--- src/rtl/pgb_pkg.sv ---
// Constants for the peripheral disable register bank.
// Assumes a plain one-cycle register port driven by the processor core.
// Behaviour
// - Register one bit 7 disables the numeric oscillator when set.
// - Register one bits 6..0 disable timers 6..0 when set.
// - Register two bit 6 disables DAC, bit 5 disables ADC.
// - Register two bits 2,1,0 disable comparator 2, comparator 1, zero-cross.
// - Register three bit 6 disables PWM 7, bit 5 disables PWM 6.
// - Register three bits 4..0 disable capture/compare units 5..1.
// - Register four bit 6 disables the serial transceiver.
// - Register four bits 5 and 4 disable sync serial ports 2 and 1.
// - Register four bits 2,1,0 disable waveform generators 3,2,1.
// - Register five bits 7 and 6 disable measurement timers 2 and 1.
// - Register five bits 4..1 disable logic cells 4..1.
// - Register five bit 0 disables the data signal modulator.
// - Unimplemented bits ignore writes and read as zero.
// - Implemented bits are read/write and clear to zero on every reset.
// - A stored one disables a peripheral; a zero enables it.
// - Disabled peripheral is clock-stopped, reset, reads zero, releases pins.
// - Re-enabled peripheral returns in its power-on reset state.
package pgb_pkg;
   localparam int         ADDR_W   = 3;
   localparam int         DATA_W   = 8;
   localparam int         NUM_REGS = 5;
   localparam logic [2:0] OFF_CTL1 = 3'h0;
   localparam logic [2:0] OFF_CTL2 = 3'h1;
   localparam logic [2:0] OFF_CTL3 = 3'h2;
   localparam logic [2:0] OFF_CTL4 = 3'h3;
   localparam logic [2:0] OFF_CTL5 = 3'h4;
   // Writable masks; zeros mark unimplemented positions.
   localparam logic [7:0] MASK_CTL1 = 8'hFF;
   localparam logic [7:0] MASK_CTL2 = 8'h67;
   localparam logic [7:0] MASK_CTL3 = 8'h7F;
   localparam logic [7:0] MASK_CTL4 = 8'h77;
   localparam logic [7:0] MASK_CTL5 = 8'hDF;
   localparam logic [7:0] RST_CTL   = 8'h00;
   localparam int BIT_TOP = 7;
   localparam int BIT_6   = 6;
   localparam int BIT_5   = 5;
   localparam int BIT_4   = 4;
   localparam int BIT_2   = 2;
   localparam int BIT_1   = 1;
   localparam int BIT_0   = 0;
endpackage

--- src/rtl/pgb_reg_if.sv ---
// Internal write/read bundle between the bank top and its register cell.
// Assumes one clock domain.
`timescale 1ns/100ps
interface pgb_reg_if;
   logic       wr_en;
   logic [7:0] wr_data;
   logic [7:0] value;
   modport master (output wr_en, output wr_data, input value);
   modport slave  (input wr_en, input wr_data, output value);
endinterface

--- src/rtl/pgb_reg_cell.sv ---
// One masked 8-bit disable register.
// Assumes writes arrive as single-cycle enables.
`timescale 1ns/100ps
module pgb_reg_cell
   import pgb_pkg::*;
#(
   parameter logic [7:0] MASK = 8'hFF
)(
   input  wire logic   clk,
   input  wire logic   rst_b,
   input  wire logic   clk_en,
   pgb_reg_if.slave    bus
);
   logic [7:0] val_q;
   logic [7:0] val_d;
   // Masking on write keeps unimplemented bits at zero forever.
   assign val_d = bus.wr_data & MASK;
   always_ff @(posedge clk or negedge rst_b)
   begin
      if (!rst_b)
         val_q <= RST_CTL;
      else if (clk_en && bus.wr_en)
         val_q <= val_d;
   end
   assign bus.value = val_q;
endmodule

--- src/rtl/pgb_bank.sv ---
// Peripheral disable register bank: five control registers, one
// disable line per peripheral.
// Assumes the peripherals honour their disable lines by gating clock,
// holding reset, zeroing reads and releasing pins.
`timescale 1ns/100ps
module pgb_bank
   import pgb_pkg::*;
(
   input  wire logic                    clk,
   input  wire logic                    rst_b,
   input  wire logic                    clk_en,
   input  wire logic [pgb_pkg::ADDR_W-1:0] addr,
   input  wire logic [pgb_pkg::DATA_W-1:0] wr_data,
   input  wire logic                    wr_stb,
   input  wire logic                    rd_stb,
   output logic [pgb_pkg::DATA_W-1:0]   rd_data,
   output logic                         num_osc_off,
   output logic [6:0]                   timer_off,
   output logic                         dac_off,
   output logic                         adc_off,
   output logic                         comparator2_off,
   output logic                         comparator1_off,
   output logic                         zero_cross_off,
   output logic                         pwm_unit7_off,
   output logic                         pwm_unit6_off,
   output logic [4:0]                   capcomp_off,
   output logic                         serial_xcvr_off,
   output logic                         sync_port2_off,
   output logic                         sync_port1_off,
   output logic                         wavegen3_off,
   output logic                         wavegen2_off,
   output logic                         wavegen1_off,
   output logic                         meas_timer2_off,
   output logic                         meas_timer1_off,
   output logic [3:0]                   logic_cell_off,
   output logic                         modulator_off
);
   import pgb_pkg::*;

   localparam logic [7:0] MASKS [NUM_REGS] =
      '{MASK_CTL1, MASK_CTL2, MASK_CTL3, MASK_CTL4, MASK_CTL5};
   localparam logic [2:0] OFFS [NUM_REGS] =
      '{OFF_CTL1, OFF_CTL2, OFF_CTL3, OFF_CTL4, OFF_CTL5};

   logic [7:0] regv [NUM_REGS];
   logic [7:0] rd_mux;
   logic [7:0] rd_data_q;

   genvar gi;
   generate
      for (gi = 0; gi < NUM_REGS; gi++)
      begin : g_reg
         pgb_reg_if rif ();
         assign rif.wr_en   = wr_stb && (addr == OFFS[gi]);
         assign rif.wr_data = wr_data;
         assign regv[gi]    = rif.value;
         pgb_reg_cell #(.MASK(MASKS[gi])) u_cell (
            .clk    (clk),
            .rst_b  (rst_b),
            .clk_en (clk_en),
            .bus    (rif.slave)
         );
      end
   endgenerate

   // Unmapped offsets read as zero; masked storage reads unused bits as 0.
   always_comb
   begin
      rd_mux = 8'h00;
      for (int i = 0; i < NUM_REGS; i++)
         if (addr == OFFS[i])
            rd_mux = regv[i];
   end

   // Read data stand in the cycle after the strobe and are held over edges where clk_en is low.
   always_ff @(posedge clk or negedge rst_b)
   begin
      if (!rst_b)
         rd_data_q <= 8'h00;
      else if (clk_en)
         rd_data_q <= rd_stb ? rd_mux : 8'h00;
   end
   assign rd_data = rd_data_q;

   // Outputs are the stored bits directly, so a one disables.
   // Peripherals must treat a high line as clock stop plus reset.
   assign num_osc_off     = regv[0][BIT_TOP];
   assign timer_off       = regv[0][6:0];
   assign dac_off         = regv[1][BIT_6];
   assign adc_off         = regv[1][BIT_5];
   assign comparator2_off = regv[1][BIT_2];
   assign comparator1_off = regv[1][BIT_1];
   assign zero_cross_off  = regv[1][BIT_0];
   assign pwm_unit7_off   = regv[2][BIT_6];
   assign pwm_unit6_off   = regv[2][BIT_5];
   assign capcomp_off     = regv[2][4:0];
   assign serial_xcvr_off = regv[3][BIT_6];
   assign sync_port2_off  = regv[3][BIT_5];
   assign sync_port1_off  = regv[3][BIT_4];
   assign wavegen3_off    = regv[3][BIT_2];
   assign wavegen2_off    = regv[3][BIT_1];
   assign wavegen1_off    = regv[3][BIT_0];
   assign meas_timer2_off = regv[4][BIT_TOP];
   assign meas_timer1_off = regv[4][BIT_6];
   assign logic_cell_off  = regv[4][4:1];
   assign modulator_off   = regv[4][BIT_0];
endmodule

--- config.mk ---
export PLATFORM = sky130hd
export DESIGN_NAME = pgb_bank
export DESIGN_NICKNAME = d
export VERILOG_FILES = /design/src/rtl/pgb_pkg.sv /design/src/rtl/pgb_reg_if.sv /design/src/rtl/pgb_reg_cell.sv /design/src/rtl/pgb_bank.sv
export SDC_FILE = /design/constraint.sdc
export NUM_CORES = 1
export LEC_CHECK = 0
export ABC_CLOCK_PERIOD_IN_PS = 1140
export BUFFER_PORTS_ARGS = -buffer_cell sky130_fd_sc_hd__buf_4
export CAP_MARGIN = 20
export CELL_PAD_IN_SITES_DETAIL_PLACEMENT = 1
export CELL_PAD_IN_SITES_GLOBAL_PLACEMENT = 1
export CORE_ASPECT_RATIO = 1.25
export CORE_MARGIN = 5
export CORE_UTILIZATION = 37
export DETAILED_ROUTE_END_ITERATION = 12
export HOLD_SLACK_MARGIN = 0.05
export PLACE_DENSITY_LB_ADDON = 0.08
export RECOVER_POWER = 100
export REMOVE_ABC_BUFFERS = 1
export SLEW_MARGIN = 15
export SYNTH_ARGS = -nofsm -noshare
export SYNTH_HDL_FRONTEND = slang
export SYNTH_SLANG_ARGS = --single-unit
--- constraint.sdc ---
create_clock -name clk -period 1.14 [get_ports clk]
set_input_delay 0.114 -clock clk [delete_from_list [all_inputs] [get_ports clk]]
set_output_delay 0.114 -clock clk [all_outputs]
set_load 0.02 [all_outputs]
==> impl_metrics.ini, run 1 <==
[run_status]
status = complete, no violations

[logic_synthesis]
synthTopCellsByArea = dfrtp_1 (53%), mux2_2 (16%), mux2_4 (9.3%), a2bb2oi_1 (1.8%), and3b_1 (1.8%)
synth_seq_cells = 41
synth_top_area_cell = dfrtp_1
netlist_area_mm2 = 0.00193
ys_seq_area_frac = 0.532
synth_edf_count = 0
synth_common_cells = dfrtp_1 (41), mux2_2 (28), mux2_4 (12)
yosysMostFrequentCell = dfrtp_1
synth_area_per_cell_um2 = 14.3
synth_top_area_share = 0.532
synthCells = 135
synth_warnings = 0
synthArstFlopShare = 1.00
synth_cell_type_count = 32
dominantRegCellSynth = dfrtp_1

[sta]
hold_viol = 0
worst_pin_slew_ps = 572
rsz0062_at_grt = yes
post-route-period-util = 0.980
fin_tns_setup_ps = 0
drv_slew = 0
slew_headroom = 0.619
period_needed_ps = 1120
hold_ws_ps = 69.9
clock_skew_ps = 5.79
fmaxAchievable_mhz = 895
setup_violations = 0

[clocking]
htreeDepth = 2
numCtsBuffers = 5
clock_latency_ps = 300
clock-sinks = 41
clock_path_buffers = 2
cts_root_buffer = clkbuf_8
cts_tree = built
cts.reportedPaths.clkPinSlew_ps = 80

[finish]
layout.cells.non_filler = 283
area_delta_synth_final_pct = 35.3
nNetsFinal = 236
n_antenna_cell = 0
final_area_mm2 = 0.00261
drive_gt1_frac = 0.543

[setup_path]
start_kind = primary input
critical_path_peak_fanout = 12
path_class = primary input to flip-flop
worstPathArrival_ps = 1300
critical_path.endpoint_type = flip-flop
cp.required_ps = 1320

[global_routing]
grt_pass1_vias = 1694
gr-usage-all-layers = 0.182
antenna_found_initial = 0
gr-total-overflow = 0
grt_pass1_wl_um = 9180
grt_max_degree = 42

[routing]
vias = 1492
drtIter0Drc = 28
drt-total-wl_um = 5800
postRouteAntennaNets = 0
dr.pass1.iters = 4
drc = 0
viasPerCell = 5.27
wl_per_cell_um = 20.5

[floorplan]
fp.dieW_um = 74.6
io_pins = 57
die_h_um = 90.7
core_region_area_mm2 = 0.00508
floorplan.initialDensity = 0.380
std_cell_rows = 29
fp.dieArea_mm2 = 0.00677

[placement]
dpl_cell_area_mm2 = 0.00258
io_buffers = 56
placedCellCount = 271
dp_hpwl_um = 4400
gp_congestion = 0.775

[power]
vdd_drop_max_mv = 0.911
powerDensity_mw_per_mm2 = 1870
p_leak_uw = 0.00125

[flow_run]
drv_cap = 0

[min_path]
hold_path.class = primary input to flip-flop
## sequential cells by signal, summed over array words and instances (netlist names)
register and cells:
rd_data 8, g.u_cell.bus.value 33
## layer usage
| metal | vias up | wire length, µm | global-route usage |
|---|---|---|---|
| met2 | 45 | 2990 | 0.310 |
| met5 | - | 0 | 0 |
| met1 | 764 | 2400 | 0.221 |
| met3 | 9 | 296 | 0.0390 |
| li1 | 674 | - | - |
| met4 | 0 | 101 | 0.0593 |
## report_power, final
part           switching (µW)  internal (µW)  total (µW)
sequential                232           1750        1980
clock                     527            870        1400
combinational             799            692        1490
total                    1560           3310        4870
## path summary, 6_finish.rpt
check / start / to / slack [ps] / cells past startpoint
max in group asynchronous: rst_b / g_reg[3].u_cell.bus.value[4]$_DFFE_PN0P_ / 380 / 2
hold / removal: wr_data[3] / g_reg[0].u_cell.bus.value[3]$_DFFE_PN0P_ / 70 / 2
setup / recovery: addr[0] / g_reg[1].u_cell.bus.value[1]$_DFFE_PN0P_ / 20 / 5
hold reg to reg: rd_data[1]$_DFFE_PN0P_ / rd_data[1]$_DFFE_PN0P_ / 510 / 1
min in group asynchronous: rst_b / g_reg[2].u_cell.bus.value[2]$_DFFE_PN0P_ / 370 / 2
setup reg to reg: g_reg[1].u_cell.bus.value[6]$_DFFE_PN0P_ / rd_data[6]$_DFFE_PN0P_ / 40 / 3
## per-stage QoR
stage	power, µW	util	setup WS [ps]
6_report	4870	0.514	22.4
5_1_grt	5120	0.514	-5.37
4_1_cts	5100	0.538	21.7
3_5_place_dp	3690	0.507	-196
3_3_place_gp	3610	0.507	-159
2_1_floorplan	2820	-	-75.3
## cell families after synthesis
| logic type | count (synthesis) | synth area share |
|---|---|---|
| AO/OA/AOI/OAI | 21 | 0.0882 |
| buffers and inverters | 8 | 0.0259 |
| flip-flops | 41 | 0.532 |
| multiplexers | 43 | 0.272 |
| AND/OR/NAND/NOR | 22 | 0.0817 |
## critical path: stages
cell	delay, ps
buf_4	90
clkbuf_2	290
and3b_1	210
clkbuf_2	260
mux2_4	320
## timing repair
action | CTS | global route
pin swaps | 2 | 3
buffers inserted | 0 | 3
hold endpoints to repair | 41 | 0
setup endpoints to repair | 2 | 4
hold buffers | 1 | 0
resized for setup | 3 | 4
## area by class of cell
cell class / instances / area, µm²
repair buffers: 84 / 498
inverters: 2 / 7.51
clock inverters: 3 / 65.1
well taps: 62 / 77.6
flip-flops and latches: 41 / 1030
clock buffers: 5 / 68.8
fillers: 559 / 2470
multi-input cells: 86 / 868
## cells in the final DEF, fill, tap and decap left out, types with 2 or more instances in the layout
cell type,n
nor2b_1,2
or3b_4,2
dfrtp_1,41
o21ai_0,2
mux2_1,3
and3b_1,4
mux2i_1,3
bufinv_16,2
inv_1,2
nor2_1,2
mux2_2,28
o2bb2ai_1,3
buf_4,37
a2bb2oi_1,4
clkbuf_8,5
a32oi_2,2
buf_2,4
nand2_1,4
clkbuf_2,23
mux2_4,9
clkbuf_1,18
(Power assumes the default switching activity.)
==> run 2, diff against run 1 <==
CORE_MARGIN = 10   (was 5)
==> run 2 against run 1 <==
Against the previous run: via count decreased by 2.6%; flip-flop and latch count unchanged; critical path depth is 2 lower; total power shrank 10%; count of clock-buffer cells in the layout grew 3; register-to-register slack hardly changed; first-iteration DRC count rose to 2.6 times the previous value; die area grew 26%; critical endpoint is now rd_data[1]$_DFFE_PN0P_; largest cell class unchanged.
==> impl_metrics.ini, run 2 (same netlist as run 1, synthesis figures left out) <==
[floorplan]
fp.dieW_um = 84.6
core_region_area_mm2 = 0.00508
std_cell_rows = 29
io_pins = 57
fp.dieArea_mm2 = 0.00852
die_h_um = 101
floorplan.initialDensity = 0.380

[placement]
dp_hpwl_um = 4470
gp_congestion = 0.773
io_buffers = 56
dpl_cell_area_mm2 = 0.00255

[setup_path]
cp.required_ps = 1300
crit_family = flip-flops
worstPathArrival_ps = 1280
critical_path_peak_fanout = 2
critical_path.endpoint_type = flip-flop
start_kind = flip-flop
cpMaxStageDelayCell = dfrtp_1
path_buf_inv = 0
crit_chain = mux2_4 -> a221oi_2 -> o2bb2ai_1
critPathLaunch = g_reg[1].u_cell.bus.value[1]$_DFFE_PN0P_
timing.rr.start = g_reg[1].u_cell.bus.value[1]$_DFFE_PN0P_
path_class = flip-flop to flip-flop
crit_path_max_incr_delay_ps = 390

[power]
vdd_drop_max_mv = 0.665
power_uw = 4380
powerDensity_mw_per_mm2 = 1730
p_leak_uw = 0.00121

[finish]
area_delta_synth_final_pct = 31.0
fin_util = 0.498
multi_input_area_um2 = 872
final_common_cell = dfrtp_1
drive_gt1_frac = 0.502
layout.area.seq_mm2 = 0.00103
nNetsFinal = 234
n_antenna_cell = 0
largest_reg_flops = 33
final_area_mm2 = 0.00253
final.fill_count = 572
most-common-layout-cells = dfrtp_1 (41), buf_4 (29), mux2_2 (27)

[sta]
fmaxAchievable_mhz = 899
drv_slew = 0
rsz0062_at_grt = yes
setup_violations = 0
hold_viol = 0
worst_pin_slew_ps = 573
period_needed_ps = 1110
fin_tns_setup_ps = 0
slew_headroom = 0.618
post-route-period-util = 0.976
clock_skew_ps = 4.75

[clocking]
htreeDepth = 2
cts_tree = built
cts.reportedPaths.clkPinSlew_ps = 70
clock_latency_ps = 280
clock-sinks = 41
clock_path_buffers = 2
numCtsBuffers = 5
cts_root_buffer = clkbuf_8

[global_routing]
antenna_found_initial = 0
gr-total-overflow = 0
grt_pass1_wl_um = 9290
grt_max_degree = 42
gr-usage-all-layers = 0.136
grt_pass1_vias = 1662

[routing]
vias = 1453
drc = 0
drt-total-wl_um = 5820
drtIter0Drc = 73
dr.pass1.iters = 4
viasPerCell = 5.17
wl_per_cell_um = 20.7
postRouteAntennaNets = 0

[flow_run]
drv_cap = 0

[min_path]
worst_hold_startpoint = wr_data[7]
hold_path.class = primary input to flip-flop

[run_status]
status = complete, no violations
-- run 2: cell types whose count changed in the layout (fill, tap and decap cells not counted), moves of 2 or more --
cell / before / now
a32oi_1: 1 / 3
a32oi_2: 2 / 0
buf_4: 37 / 29
bufinv_16: 2 / 0
clkbuf_1: 18 / 26
mux2_1: 3 / 0
mux2_4: 9 / 13
-- run 2: through the flow --
stage | instances | hold slack (ps) | worst slack (ps)
final | 281 | 76.4 | 27.3
after floorplan | 129 | -182 | -75.3
after detailed placement | 269 | 135 | -192
after CTS | 278 | 73.2 | 5.04
after global placement | 269 | 127 | -164
after global routing | 281 | 63.0 | -33.1
-- run 2: area by class of cell --
cell class	instances	area share
repair buffers	82	0.184
inverters	2	0.00297
flip-flops and latches	41	0.406
well taps	62	0.0307
clock buffers	8	0.0317
multi-input cells	86	0.345
-- run 2: layer usage --
layer | share of wire | track usage
met5 | 0 | 0
met4 | 0.0031 | 0.0266
met3 | 0.048 | 0.0364
met2 | 0.50 | 0.227
met1 | 0.45 | 0.171
-- run 2: what timing repair did --
| item | 4_1_cts | 5_1_grt |
|---|---|---|
| setup endpoints to repair | 2 | 2 |
| hold buffers | 1 | 0 |
| buffers inserted | 0 | 3 |
| resized for setup | 3 | 3 |
| pin swaps | 3 | 2 |
| endpoints found under the hold margin | 41 | 0 |
-- run 2: final timing paths --
| check | end | cells after the start | slack (ps) |
|---|---|---|---|
| min reg2reg | rd_data[2]$_DFFE_PN0P_ | 2 | 490 |
| max reg2reg | rd_data[1]$_DFFE_PN0P_ | 3 | 30 |
| max in group asynchronous | g_reg[2].u_cell.bus.value[3]$_DFFE_PN0P_ | 2 | 370 |
| min | g_reg[4].u_cell.bus.value[7]$_DFFE_PN0P_ | 2 | 80 |
| max | rd_data[1]$_DFFE_PN0P_ | 3 | 30 |
| min in group asynchronous | g_reg[1].u_cell.bus.value[5]$_DFFE_PN0P_ | 2 | 390 |
-- run 2: power breakdown --
| group | internal [µW] | switching (µW) | total (µW) | leakage [µW] |
|---|---|---|---|---|
| Clock | 435 | 470 | 906 | 0.0000395 |
| Combinational | 691 | 798 | 1490 | 0.000659 |
| Sequential | 1750 | 229 | 1980 | 0.000514 |
| Total | 2880 | 1500 | 4380 | 0.00121 |
==> run 3, diff against run 2 <==
==> constraint.sdc (replaced) <==
create_clock -name clk -period 1.14 [get_ports clk]
set_input_delay 0.228 -clock clk [delete_from_list [all_inputs] [get_ports clk]]
set_output_delay 0.228 -clock clk [all_outputs]
set_load 0.02 [all_outputs]
==> run 3 against run 2 <==
Against the previous run: the flow now finishes with violations (setup timing); die area unchanged; non-clock buffer count decreased by 1; clock power increased by 1%; clock skew increased by 4.0 ps; sequential share of layout area decreased by 2.1 points; final cell count decreased by 0.36%; total power increased by 4.1%; count of clock-buffer cells in the layout unchanged; critical endpoint is now pwm_unit6_off; flip-flop and latch count unchanged; sequential power about the same.
==> impl_metrics.ini, run 3 (same netlist as run 1, synthesis figures left out) <==
[sta]
setup_ws_ps = -26.1
hold_viol = 0
clock_skew_ps = 8.80
setup_violations = 7
drv_slew = 0
post-route-period-util = 1.02
worst_pin_slew_ps = 572
fmaxAchievable_mhz = 858
slew_headroom = 0.618
rsz0062_at_grt = yes
period_needed_ps = 1170

[power]
vdd_drop_max_mv = 0.714
power_uw = 4560
p_int_uw = 3040
swShare = 0.334
p_switching_uw = 1520
p_leak_uw = 0.00132
p_comb_frac = 0.362
powerDensity_mw_per_mm2 = 1710
p_clk_frac = 0.201
seq_power_share = 0.437

[run_status]
status = finished with violations
violations = setup timing

[global_routing]
gr-total-overflow = 0
antenna_found_initial = 0
grt_pass1_wl_um = 9400
grt_pass1_vias = 1680
grt_max_degree = 42
gr-usage-all-layers = 0.137

[finish]
area_delta_synth_final_pct = 38.0
drive_gt1_frac = 0.615
final.fill_count = 538
largest_reg_flops = 33
final_common_cell = dfrtp_1
most-common-layout-cells = dfrtp_1 (41), buf_4 (39), mux2_2 (21)
nNetsFinal = 233
final_area_mm2 = 0.00266
n_antenna_cell = 0

[setup_path]
timing.rr.start = g_reg[0].u_cell.bus.value[1]$_DFFE_PN0P_
start_kind = flip-flop
worstPathArrival_ps = 940
critical_path_peak_fanout = 2
critPathLaunch = g_reg[2].u_cell.bus.value[5]$_DFFE_PN0P_
path_class = flip-flop to output pin
cp.required_ps = 910
reg2reg_setup_slack_ps = 20
crit_path_max_incr_delay_ps = 410
cpMaxStageDelayCell = dfrtp_1
critPathMostFrequentCell = buf_6
path_buf_inv = 2
path_depth = 2
r2r_end = rd_data[1]$_DFFE_PN0P_
crit_family = flip-flops
critical_path.endpoint_type = output pin
crit_chain = buf_6 -> buf_6
worstRegToRegCells = 3
cp-endpoint = pwm_unit6_off

[routing]
drtIter0Drc = 93
vias = 1470
wl_met2_um = 2930
viasPerCell = 5.25
highest-signal-layer = met4
wl_met1_um = 2620
met3_length_um = 284
postRouteAntennaNets = 0
drt-total-wl_um = 5850
drc = 0
wl_per_cell_um = 20.9
dr.pass1.iters = 4

[clocking]
cts_root_buffer = clkbuf_8
cts_tree = built
htreeDepth = 2
clock-sinks = 41
clock_path_buffers = 2
numCtsBuffers = 5
clock_latency_ps = 290
cts.reportedPaths.clkPinSlew_ps = 80

[floorplan]
core_region_area_mm2 = 0.00508
std_cell_rows = 29
fp.dieW_um = 84.6
io_pins = 57
floorplan.initialDensity = 0.380
die_h_um = 101
fp.dieArea_mm2 = 0.00852

[placement]
io_buffers = 56
dpl_cell_area_mm2 = 0.00255
dp_hpwl_um = 4470
gp_congestion = 0.773

[flow_run]
drv_cap = 0

[min_path]
hold_path.class = primary input to flip-flop
run 3: cell types whose count changed in the layout (fill, tap and decap cells not counted), sizes merged:
cell    before  now
clkbuf      57   23
buf         32   65
run 3: layout make-up:
cell class | instances | area (µm²) | share of cell area
multi-input cells | 86 | 896 | 0.336
clock buffers | 8 | 80.1 | 0.0301
repair buffers | 81 | 576 | 0.216
inverters | 2 | 7.51 | 0.00282
well taps | 62 | 77.6 | 0.0291
flip-flops and latches | 41 | 1030 | 0.385
run 3: how the worst min path moves through the flow:
stage                     startpoint  depth (start not counted)                                  endpoint
after global routing      wr_data[7]                          2  g_reg[4].u_cell.bus.value[7]$_DFFE_PN0P_
after global placement         rst_b                          1  g_reg[0].u_cell.bus.value[5]$_DFFE_PN0P_
after detailed placement       rst_b                          1  g_reg[1].u_cell.bus.value[5]$_DFFE_PN0P_
after floorplan                rst_b                          0  g_reg[0].u_cell.bus.value[0]$_DFFE_PN0P_
after CTS                 wr_data[7]                          2  g_reg[4].u_cell.bus.value[7]$_DFFE_PN0P_
final                     wr_data[7]                          2  g_reg[4].u_cell.bus.value[7]$_DFFE_PN0P_
run 3: per-stage QoR:
stage                     utilization  std cells  worst slack (ps)  TNS, ps  hold slack [ps]
final                           0.524        280             -26.1    -63.5              187
after global routing            0.524        280             -54.1     -408              182
after CTS                       0.531        280             -25.9     -155              187
after detailed placement        0.502        269              -306    -9180              249
after global placement          0.502        269              -278    -8250              241
after floorplan                     -        129              -162    -2370            -67.6
run 3: timing repair:
item                                   in CTS  in global routing
hold buffers                                1                  0
endpoints found under the hold margin      41                  0
setup buffers                               2                  0
gates resized for setup                    11                 13
setup endpoints to repair                   7                 24
pin swaps                                   4                  3
run 3: routing by layer:
metal | GRT usage | vias up
met5 | 0 | -
met4 | 0.0266 | 0
met3 | 0.0372 | 2
met2 | 0.232 | 43
met1 | 0.172 | 758
li1 | - | 667
run 3: power groups by stage:
stage	combinational (µW)	sequential [µW]	clock (µW)
after global placement	1630	2000	0
final	1650	1990	916
after global routing	1760	2040	1000
after CTS	1740	2000	933
after detailed placement	1660	2020	0
after floorplan	486	2340	0
